### src/include/adc_ctrl_pkg.sv
// Shared constants and types for the converter control block.
// Assumes a 250 MHz system clock; all pins are sampled on it.
package adc_ctrl_pkg;
    // Timing, figures in ns, counts derived from the clock period
    localparam int CLK_PERIOD_NS = 4;
    localparam int PWRUP_NS = 1000;
    localparam int CONV_NS = 2000;
    localparam int PWRUP_CYC = (PWRUP_NS + CLK_PERIOD_NS - 1) / CLK_PERIOD_NS;
    localparam int CONV_CYC = CONV_NS / CLK_PERIOD_NS;
    localparam int TMR_W = 9;
    localparam logic [TMR_W-1:0] PWRUP_LIM = TMR_W'(PWRUP_CYC);
    localparam logic [TMR_W-1:0] CONV_LAST = TMR_W'(CONV_CYC - 1);
    // Bus addresses
    localparam logic [2:0] ADDR_FIXED = 3'h2;
    localparam logic [6:0] ARA_ADDR = 7'h0C;
    localparam logic [4:0] HS_CODE = 5'h01;
    // Pointer values
    localparam logic [3:0] PTR_RESULT = 4'h0;
    localparam logic [3:0] PTR_ALERT = 4'h1;
    localparam logic [3:0] PTR_CONFIG = 4'h2;
    localparam logic [3:0] PTR_CYCLE = 4'h3;
    localparam logic [3:0] PTR_LO1 = 4'h4;
    localparam logic [3:0] PTR_HI1 = 4'h5;
    localparam logic [3:0] PTR_HY1 = 4'h6;
    localparam logic [3:0] PTR_LO2 = 4'h7;
    localparam logic [3:0] PTR_HI2 = 4'h8;
    localparam logic [3:0] PTR_HY2 = 4'h9;
    // Configuration bit positions
    localparam int CFG_POL = 0;
    localparam int CFG_CLR = 1;
    localparam int CFG_EN = 2;
    localparam int CFG_BUSY = 3;
    localparam int CFG_CH1 = 4;
    localparam int CFG_CH2 = 5;
    // Result word bit positions
    localparam int RES_ALERT = 15;
    localparam int RES_INVALID = 14;
    localparam int RES_CH = 12;
    // Values after reset
    localparam logic [7:0] CFG_RESET = 8'h00;
    localparam logic [7:0] CYC_RESET = 8'h00;
    localparam logic [3:0] PTR_RESET = 4'h0;
    localparam logic [11:0] LOW_RESET = 12'h000;
    localparam logic [11:0] HIGH_RESET = 12'hFFF;
    localparam logic [11:0] HYST_RESET = 12'h000;

    typedef struct packed {
        logic [11:0] hyst;
        logic [11:0] high;
        logic [11:0] low;
    } lim_entry_t;

    // Field is one-hot: bit 0 low, bit 1 high, bit 2 hysteresis
    typedef struct packed {
        logic we;
        logic ch;
        logic [2:0] field;
        logic [11:0] data;
    } lim_wr_t;

    localparam lim_entry_t LIM_RESET = '{hyst: HYST_RESET, high: HIGH_RESET,
                                         low: LOW_RESET};

    typedef enum logic [5:0] {
        ST_IDLE = 6'h01,
        ST_ADDR = 6'h02,
        ST_ACK = 6'h04,
        ST_WRX = 6'h08,
        ST_RTX = 6'h10,
        ST_RACK = 6'h20
    } i2c_st_t;

    typedef enum logic [2:0] {
        CV_SLEEP = 3'h1,
        CV_PWRUP = 3'h2,
        CV_CONV = 3'h4
    } cv_st_t;
endpackage : adc_ctrl_pkg

### src/logic/limit_mem.sv
// Limit and hysteresis store, one entry per channel, two read ports.
// Assumes writes from the serial side; read data are registered.
`timescale 1ns/10ps
module limit_mem
    import adc_ctrl_pkg::*;
(
    input wire logic clk_i,
    input wire logic nrst_i,
    input wire lim_wr_t wr_i,
    input wire logic rd_a_i,
    output lim_entry_t rd_a_o,
    input wire logic rd_b_i,
    output lim_entry_t rd_b_o
);
    typedef struct packed {
        lim_entry_t [1:0] ent;
        lim_entry_t a;
        lim_entry_t b;
    } mem_state_t;

    localparam mem_state_t MEM_RESET = '{ent: {LIM_RESET, LIM_RESET},
                                         a: LIM_RESET, b: LIM_RESET};

    mem_state_t s;
    mem_state_t next_s;

    // Field writes per entry, then registered reads
    always_comb
    begin
        next_s = s;
        for (int i = 0; i < 2; i++)
        begin
            if (wr_i.we && wr_i.ch == 1'(i))
            begin
                if (wr_i.field[0])
                    next_s.ent[i].low = wr_i.data;
                if (wr_i.field[1])
                    next_s.ent[i].high = wr_i.data;
                if (wr_i.field[2])
                    next_s.ent[i].hyst = wr_i.data;
            end
        end
        next_s.a = s.ent[rd_a_i];
        next_s.b = s.ent[rd_b_i];
    end

    // State register
    always_ff @(posedge clk_i)
    begin
        if (!nrst_i)
            s <= MEM_RESET;
        else
            s <= next_s;
    end

    assign rd_a_o = s.a;
    assign rd_b_o = s.b;
endmodule : limit_mem

### src/logic/adc_readback_alert_conversion_start_n_ctrl.sv
// Serial readback, limit alert and pin-started conversion control.
// Assumes bus pins and start pin are asynchronous; converter data
// arrive on clk_i and are valid at the end of a conversion.
// Operation
// - Status, configuration and cycle registers read back as one byte.
// - Pointer keeps its value across reads until rewritten.
// - Result, limit and hysteresis registers read back as two bytes.
// - Further acknowledged reads keep returning fresh register content.
// - Shared output selectable as limit alert or busy indicator.
// - Alert output drives only low, otherwise floats.
// - Configuration bit 0 sets alert polarity; active low after reset.
// - Configuration bit 2 disables (0) or enables (1) the alert.
// - Alert response address acknowledged only while asserting alert.
// - Alert response byte arbitrates normally; lowest address wins.
// - Alert when selected channel's result exceeds upper or undercuts lower.
// - Configuration write with bit 1 set clears an active alert.
// - Alert clears when result returns hysteresis counts inside limit.
// - High speed master code is never acknowledged.
// - High speed mode holds until STOP, then fast mode again.
// - Converter sleeps after reset and whenever not powering up or converting.
// - Start pin rising edge powers up; master holds it high 1 us.
// - Falling edge holds and converts; shutdown about 2 us later.
// - High time of 1 us or less marks the result invalid.
// - Configuration bits 4 and 5 select channels; both alternate.
// - Slave address top bits are 010; rest from version and pin.
`timescale 1ns/10ps
module adc_readback_alert_conversion_start_n_ctrl
    import adc_ctrl_pkg::*;
#(
    parameter logic [2:0] ADDR_MID = 3'h0 // Version bits, value arbitrary
)
(
    input wire logic clk_i,
    input wire logic nrst_i,
    input wire logic scl_i,
    input wire logic sda_i,
    output logic sda_o,
    output logic sda_oe_o,
    input wire logic address_select_pin_i,
    input wire logic conversion_start_n_i,
    input wire logic [11:0] conv_data_i,
    output logic alert_o,
    output logic alert_oe_o,
    output logic adc_power_o,
    output logic adc_hold_o,
    output logic adc_channel_o,
    output logic hs_mode_o,
    output logic [3:0] pointer_command_o,
    output logic [7:0] cycle_timer_o
);
    typedef struct packed {
        i2c_st_t ist;
        cv_st_t cst;
        logic [2:0] scl_s;
        logic [2:0] sda_s;
        logic [2:0] cs_s;
        logic [1:0] as_s;
        logic [7:0] sh;
        logic [2:0] bitcnt;
        logic rw;
        logic ackd;
        logic ara;
        logic hs;
        logic first;
        logic hi;
        logic oe;
        logic [7:0] wr_hi;
        logic [3:0] ptr;
        logic [3:0] cmd;
        logic [7:0] cfg;
        logic [7:0] cyc;
        logic [3:0] alst;
        logic [15:0] result;
        logic ch;
        logic seq;
        logic inv;
        logic cmp;
        logic pin_oe;
        logic [TMR_W-1:0] tmr;
    } state_t;

    localparam state_t ST_RESET = '{ist: ST_IDLE, cst: CV_SLEEP,
                                    ptr: PTR_RESET, cfg: CFG_RESET,
                                    cyc: CYC_RESET, default: '0};

    state_t st;
    state_t next_st;
    logic scl_r, scl_f, start_c, stop_c, sda_v, cs_rise, cs_fall;
    logic alert_act, pin_act, two, ch_a, clr_cfg, clr_ara, load_tx;
    logic [7:0] rx, txb;
    logic [15:0] word;
    logic [6:0] own;
    logic [2:0] fsel;
    logic [3:0] set_v, clr_v;
    lim_wr_t wr;
    lim_entry_t ent_a, ent_b;

    limit_mem u_mem (
        .clk_i(clk_i),
        .nrst_i(nrst_i),
        .wr_i(wr),
        .rd_a_i(ch_a),
        .rd_a_o(ent_a),
        .rd_b_i(st.ch),
        .rd_b_o(ent_b)
    );

    // Edges seen on the second synchroniser stage only
    assign sda_v = st.sda_s[1];
    assign scl_r = st.scl_s[1] & ~st.scl_s[2];
    assign scl_f = ~st.scl_s[1] & st.scl_s[2];
    assign start_c = st.scl_s[1] & st.scl_s[2] & ~sda_v & st.sda_s[2];
    assign stop_c = st.scl_s[1] & st.scl_s[2] & sda_v & ~st.sda_s[2];
    assign cs_rise = st.cs_s[1] & ~st.cs_s[2];
    assign cs_fall = ~st.cs_s[1] & st.cs_s[2];
    assign rx = {st.sh[6:0], sda_v};
    assign own = {ADDR_FIXED, ADDR_MID, st.as_s[1]};
    assign alert_act = (|st.alst) & st.cfg[CFG_EN] & ~st.cfg[CFG_BUSY];
    assign pin_act = st.cfg[CFG_BUSY] ? (st.cst == CV_CONV) : alert_act;
    assign ch_a = st.ptr >= PTR_LO2;
    assign load_tx = next_st.ist == ST_RTX && st.ist != ST_RTX;

    // Readback byte for the selected register
    always_comb
    begin
        word = 16'h0000;
        two = 1'b0;
        case (st.ptr)
            PTR_RESULT:
            begin
                word = st.result;
                two = 1'b1;
            end
            PTR_ALERT: word = {12'h000, st.alst};
            PTR_CONFIG: word = {8'h00, st.cfg};
            PTR_CYCLE: word = {8'h00, st.cyc};
            PTR_LO1, PTR_LO2:
            begin
                word = {4'h0, ent_a.low};
                two = 1'b1;
            end
            PTR_HI1, PTR_HI2:
            begin
                word = {4'h0, ent_a.high};
                two = 1'b1;
            end
            PTR_HY1, PTR_HY2:
            begin
                word = {4'h0, ent_a.hyst};
                two = 1'b1;
            end
            default: word = 16'h0000;
        endcase
        if (st.ara)
            txb = {own, 1'b0};
        else if (two && st.hi)
            txb = word[15:8];
        else
            txb = word[7:0];
        if (st.ptr == PTR_LO1 || st.ptr == PTR_LO2)
            fsel = 3'h1;
        else if (st.ptr == PTR_HI1 || st.ptr == PTR_HI2)
            fsel = 3'h2;
        else
            fsel = 3'h4;
    end

    // Next state: serial slave, conversion sequencer, alert flags
    always_comb
    begin
        next_st = st;
        wr = '0;
        clr_cfg = 1'b0;
        clr_ara = 1'b0;
        set_v = 4'h0;
        clr_v = 4'h0;
        next_st.scl_s = {st.scl_s[1:0], scl_i};
        next_st.sda_s = {st.sda_s[1:0], sda_i};
        next_st.cs_s = {st.cs_s[1:0], conversion_start_n_i};
        next_st.as_s = {st.as_s[0], address_select_pin_i};
        next_st.cmp = 1'b0;
        if (stop_c)
        begin
            next_st.ist = ST_IDLE;
            next_st.oe = 1'b0;
            next_st.ara = 1'b0;
            next_st.hs = 1'b0;
        end
        else if (start_c)
        begin
            next_st.ist = ST_ADDR;
            next_st.bitcnt = 3'h0;
            next_st.oe = 1'b0;
            next_st.ara = 1'b0;
        end
        else
        begin
            unique case (st.ist)
                ST_IDLE: next_st.ist = ST_IDLE;
                ST_ADDR:
                    if (scl_r)
                    begin
                        next_st.sh = rx;
                        next_st.bitcnt = 3'(st.bitcnt + 3'h1);
                        if (st.bitcnt == 3'h7)
                        begin
                            next_st.rw = sda_v;
                            next_st.ackd = 1'b0;
                            next_st.hi = 1'b1;
                            next_st.first = 1'b1;
                            if (rx[7:3] == HS_CODE)
                            begin
                                next_st.hs = 1'b1;
                                next_st.ist = ST_IDLE;
                            end
                            else if (rx[7:1] == own)
                                next_st.ist = ST_ACK;
                            else if (rx[7:1] == ARA_ADDR && sda_v && alert_act)
                            begin
                                next_st.ara = 1'b1;
                                next_st.ist = ST_ACK;
                            end
                            else
                                next_st.ist = ST_IDLE;
                        end
                    end
                ST_ACK:
                    if (scl_f && !st.ackd)
                    begin
                        next_st.oe = 1'b1;
                        next_st.ackd = 1'b1;
                    end
                    else if (scl_f)
                    begin
                        next_st.bitcnt = 3'h0;
                        next_st.oe = 1'b0;
                        next_st.ist = ST_WRX;
                        if (st.rw)
                        begin
                            next_st.ist = ST_RTX;
                            next_st.sh = txb;
                            next_st.oe = ~txb[7];
                        end
                    end
                ST_WRX:
                    if (scl_r)
                    begin
                        next_st.sh = rx;
                        next_st.bitcnt = 3'(st.bitcnt + 3'h1);
                        if (st.bitcnt == 3'h7)
                        begin
                            next_st.ist = ST_ACK;
                            next_st.ackd = 1'b0;
                            if (st.first)
                            begin
                                next_st.ptr = rx[3:0];
                                next_st.cmd = rx[7:4];
                                next_st.first = 1'b0;
                                next_st.hi = 1'b1;
                            end
                            else if (st.ptr == PTR_CONFIG)
                            begin
                                next_st.cfg = rx;
                                next_st.cfg[CFG_CLR] = 1'b0;
                                clr_cfg = rx[CFG_CLR];
                            end
                            else if (st.ptr == PTR_CYCLE)
                                next_st.cyc = rx;
                            else if (st.ptr >= PTR_LO1 && st.ptr <= PTR_HY2)
                            begin
                                next_st.hi = ~st.hi;
                                next_st.wr_hi = rx;
                                wr.we = ~st.hi;
                                wr.ch = ch_a;
                                wr.field = fsel;
                                wr.data = {st.wr_hi[3:0], rx};
                            end
                        end
                    end
                ST_RTX:
                    if (scl_r && st.ara && st.sh[7] && !sda_v)
                    begin
                        next_st.ist = ST_IDLE;
                        next_st.oe = 1'b0;
                    end
                    else if (scl_f && st.bitcnt == 3'h7)
                    begin
                        next_st.oe = 1'b0;
                        next_st.ackd = 1'b0;
                        next_st.ist = ST_RACK;
                    end
                    else if (scl_f)
                    begin
                        next_st.sh = {st.sh[6:0], 1'b0};
                        next_st.oe = ~st.sh[6];
                        next_st.bitcnt = 3'(st.bitcnt + 3'h1);
                    end
                ST_RACK:
                    if (scl_r && !st.ackd)
                    begin
                        clr_ara = st.ara;
                        if (sda_v || st.ara)
                            next_st.ist = ST_IDLE;
                        else
                        begin
                            next_st.ackd = 1'b1;
                            next_st.hi = ~st.hi;
                        end
                    end
                    else if (scl_f && st.ackd)
                    begin
                        next_st.ist = ST_RTX;
                        next_st.sh = txb;
                        next_st.oe = ~txb[7];
                        next_st.bitcnt = 3'h0;
                    end
                default: next_st.ist = ST_IDLE;
            endcase
        end

        // Pin-started conversion
        unique case (st.cst)
            CV_SLEEP:
                if (cs_rise)
                begin
                    next_st.cst = CV_PWRUP;
                    next_st.tmr = '0;
                end
            CV_PWRUP:
            begin
                if (st.tmr <= PWRUP_LIM)
                    next_st.tmr = TMR_W'(st.tmr + 1'b1);
                if (cs_fall)
                begin
                    next_st.cst = CV_CONV;
                    next_st.tmr = '0;
                    next_st.inv = st.tmr < PWRUP_LIM;
                    next_st.ch = st.cfg[CFG_CH2];
                    if (st.cfg[CFG_CH1] && st.cfg[CFG_CH2])
                    begin
                        next_st.ch = st.seq;
                        next_st.seq = ~st.seq;
                    end
                end
            end
            CV_CONV:
            begin
                next_st.tmr = TMR_W'(st.tmr + 1'b1);
                if (st.tmr == CONV_LAST)
                begin
                    next_st.cst = CV_SLEEP;
                    next_st.result = {4'h0, conv_data_i};
                    next_st.result[RES_ALERT] = |st.alst;
                    next_st.result[RES_INVALID] = st.inv;
                    next_st.result[RES_CH] = st.ch;
                    next_st.cmp = ~st.inv;
                end
            end
            default: next_st.cst = CV_SLEEP;
        endcase

        // Limit compare and hysteresis release per channel
        for (int c = 0; c < 2; c++)
        begin
            if (st.cmp && st.ch == 1'(c))
            begin
                set_v[2*c+1] = st.result[11:0] > ent_b.high;
                set_v[2*c] = st.result[11:0] < ent_b.low;
                clr_v[2*c+1] = 13'(st.result[11:0]) + 13'(ent_b.hyst)
                               <= 13'(ent_b.high);
                clr_v[2*c] = 13'(st.result[11:0])
                             >= 13'(ent_b.low) + 13'(ent_b.hyst);
            end
        end
        if (clr_cfg || clr_ara)
            clr_v = 4'hF;
        next_st.alst = (st.alst & ~clr_v) | set_v;
        next_st.pin_oe = pin_act ^ st.cfg[CFG_POL];
    end

    // State register
    always_ff @(posedge clk_i)
    begin
        if (!nrst_i)
            st <= ST_RESET;
        else
            st <= next_st;
    end

    // Open-drain pins only ever pull low
    assign sda_o = 1'b0;
    assign sda_oe_o = st.oe;
    assign alert_o = 1'b0;
    assign alert_oe_o = st.pin_oe;
    assign adc_power_o = st.cst != CV_SLEEP;
    assign adc_hold_o = st.cst == CV_CONV;
    assign adc_channel_o = st.ch;
    assign hs_mode_o = st.hs;
    assign pointer_command_o = st.cmd;
    assign cycle_timer_o = st.cyc;
endmodule : adc_readback_alert_conversion_start_n_ctrl

### config.mk
export PLATFORM = sky130hd
export DESIGN_NAME = adc_readback_alert_conversion_start_n_ctrl
export DESIGN_NICKNAME = d
export VERILOG_FILES = /design/src/include/adc_ctrl_pkg.sv /design/src/logic/limit_mem.sv /design/src/logic/adc_readback_alert_conversion_start_n_ctrl.sv
export SDC_FILE = /design/constraint.sdc
export NUM_CORES = 1
export LEC_CHECK = 0
export BUFFER_PORTS_ARGS = -buffer_cell sky130_fd_sc_hd__buf_2
export CAP_MARGIN = 20
export CORE_UTILIZATION = 45
export CTS_CLUSTER_SIZE = 24
export DETAILED_ROUTE_END_ITERATION = 10
export PLACE_DENSITY_LB_ADDON = 0.15
export SYNTH_ARGS = -nofsm -noshare
export SYNTH_HDL_FRONTEND = slang
export SYNTH_SLANG_ARGS = --single-unit
export TNS_END_PERCENT = 20
### constraint.sdc
create_clock -name clk_i -period 6.1 [get_ports clk_i]
set_input_delay 0.915 -clock clk_i [delete_from_list [all_inputs] [get_ports clk_i]]
set_output_delay 0.915 -clock clk_i [all_outputs]
set_load 0.01 [all_outputs]
==> results.json <==
{
  "status": "finished clean",
  "combPwrFrac_pct": 1.7,
  "drtIter0Drc": 933,
  "ys_warn_count": 0,
  "critPathLaunchType": "flop",
  "ys_seq_elements": 242,
  "synth_most_common_cell": "dfxtp_1",
  "cts_tree": "built",
  "detail_route.wl_per_cell_um": 20.5,
  "crit_fanout": 6,
  "fin_crit_sh_pct": 61.9,
  "path_cells": "ha_1 > a2111oi_0 > o21ai_0 > a41oi_1 > mux2i_1 > o2111ai_1 > ha_1 > and3_1 > a221oi_1 > a31oi_1 > o311ai_0 > o21ai_0",
  "max_freq_mhz": 265,
  "globalplace.congestion": 0.948,
  "maxSlewViolCount": 0,
  "finalSetupTns_ns": 0,
  "yosys-top-cells-area": "dfxtp_1 37%, mux2i_1 7.9%, ha_1 7.2%",
  "arrival_ns": 4.19,
  "cap_violations": 0,
  "antenna_found_initial": 3,
  "cts.htree.levels": 1,
  "yosys-top-cells-count": "242 x dfxtp_1, 187 x nor2_1, 176 x nand2_1, 109 x a21oi_1, 103 x mux2i_1",
  "port_buffers": 35,
  "grt_usage_pct": 26.6,
  "clk_latency_ns": 0.54,
  "relSlewSlack_pct": 32.9,
  "postCtsHoldBufs": 0,
  "post-cts-setup-buffer-count": 0,
  "rsz0062_at_grt": "false",
  "finalPower_mw": 3.27,
  "die_area_um2": 29700,
  "nets": 1618,
  "ioPinCount": 38,
  "post_cts_resized": 0,
  "routed_via_density": 5.74,
  "grt_pass1_vias": 10200,
  "tightest_slew_ns": 0.997,
  "dr.pass1.iters": 5,
  "setup_viol": 0,
  "grt_overflow": 0,
  "power.leakage_nw": 5.90,
  "drive_gt1_share_pct": 9.98,
  "synth_ff_type": "dfxtp_1",
  "reg2reg_depth": 12,
  "die_w_um": 172,
  "postRouteAntennaNets": 0,
  "clock-root-buffer": "clkbuf_16",
  "yosys.area.top_type": "dfxtp_1",
  "core_area_um2": 28600,
  "synth_edf_count": 0,
  "dpl.hpwl_um": 28200,
  "post-place-ws_ns": 2.36,
  "timing.hold.ws_ns": 0.430,
  "p_sw_share_pct": 21.8,
  "cp.required_ns": 6.51,
  "synth_cell_types": 82,
  "ir_drop_uv": 216,
  "fillCellCount": 2752,
  "ff2ff_setup_slack_ns": 2.33,
  "synth_top_area_share_pct": 37.1,
  "hold_path_depth": 1,
  "clock_sinks": 242,
  "fin_skew_ns": 0.00742,
  "slowest_stage": "dfxtp_1",
  "hold_path.class": "flop to flop",
  "p_switching_mw": 0.713,
  "min_period_ns": 3.77,
  "drt_wl_total_um": 39600,
  "die-height_um": 172,
  "critical_path.endpoint_type": "flop",
  "seq_area_frac_synth_pct": 37.1,
  "cts_inserted_buffers": 27,
  "hold_viol": 0,
  "grt_pass1_wl_um": 60200,
  "path_clk_slew_ns": 0.07,
  "vias": 11100,
  "diodes": 0,
  "max_stage_delay_ns": 0.50,
  "synth_area_um2": 13100,
  "worst-setup-path-type": "flop to flop",
  "power_frac_seq_pct": 48.6,
  "worst_slack_ns": 2.33,
  "clkPwrFrac_pct": 49.7,
  "synthCells": 1545,
  "internal_power_mw": 2.56,
  "num_rows": 62,
  "utilization_pct": 49.9,
  "drc": 0,
  "area_growth_pct": 9.16,
  "syn_area_per_cell_um2": 8.46,
  "power.density_nw_per_um2": 229,
  "grt_start_max_net_pins": 81,
  "clk_path_buf_depth": 3,
  "start_util_pct": 45.7,
  "synthArstFlopShare_pct": 0
}
logic make-up after synthesis:
| family | count (synthesis) | share of synthesized area [%] |
|---|---|---|
| fa+ha+maj | 77 | 7.48 |
| xor+xnor | 30 | 2.01 |
| compound gates | 335 | 17.4 |
| flops | 242 | 37.1 |
| other cells | 1 | 0.0287 |
| mux | 108 | 8.40 |
| simple gates | 597 | 22.2 |
| buf+inv | 155 | 5.35 |
stage by stage:
step	cells	instance area [um2]
final	1927	14300
after global routing	1927	14300
after CTS	1926	14300
after detailed placement	1877	13400
after global placement	1876	13400
after floorplan	1546	13100
layout by cell type, fill, tap and decap left out, drive strengths merged, types with 21 or more instances in the layout:
cell type,n
dfxtp,242
nor2,187
nand2,184
a21oi,111
mux2i,103
ha,75
o21ai,58
buf,55
inv,49
nand3,43
clkbuf,37
and2,32
o211ai,32
nand2b,21
nor2b,21
path summary, 6_finish.rpt:
| check | to | from |
|---|---|---|
| max reg2reg | st[33] | st[20] |
| max | st[33] | st[20] |
| min reg2reg | next_st[88] | next_st[87] |
| min | next_st[88] | next_st[87] |
power groups by stage:
| stage | sequential, mW | clock [mW] | combinational, mW |
|---|---|---|---|
| 2_1_floorplan | 1.62 | 0 | 0.0375 |
| 3_3_place_gp | 1.62 | 0 | 0.0558 |
| 3_5_place_dp | 1.62 | 0 | 0.0559 |
| 4_1_cts | 1.59 | 1.65 | 0.0562 |
| 5_1_grt | 1.59 | 1.72 | 0.0610 |
| 6_report | 1.59 | 1.63 | 0.0553 |
final cells by class:
| type | count | area [um2] | area share, % |
|---|---|---|---|
| multi-input combinational | 1149 | 7540 | 52.9 |
| timing repair buffer | 55 | 330 | 2.31 |
| tap | 384 | 480 | 3.37 |
| clock buffer | 37 | 763 | 5.35 |
| inverter | 48 | 183 | 1.28 |
| sequential | 242 | 4850 | 34.0 |
| clock inverter | 12 | 123 | 0.859 |
routing by layer:
metal,wire length (um),GRT usage [%],up-vias
met4,1170,8.70,4
met5,27,0,-
met2,18100,43.6,334
met3,2240,4.05,65
met1,18000,35.7,5259
li1,-,-,5404
critical path, delay by kind of cell, from the launching register on:
| kind | cells | cell delay, ns |
|---|---|---|
| adder cells (fa/ha/maj) | 2 | 0.66 |
| multiplexers | 1 | 0.25 |
| AO/OA/AOI/OAI | 8 | 2.05 |
| AND/OR/NAND/NOR | 1 | 0.19 |
| flip-flops | 1 | 0.50 |
flip-flops by register name, indices dropped and copies added, names as in the netlist, 4 cells and up:
register,flops
next_st,7
pointer_command_o,4
u_mem.rd_b_o,36
st,67
u_mem.rd_a_o,36
rx,7
cycle_timer_o,8
u_mem.s,72
Power figures use the tool's default switching activity.
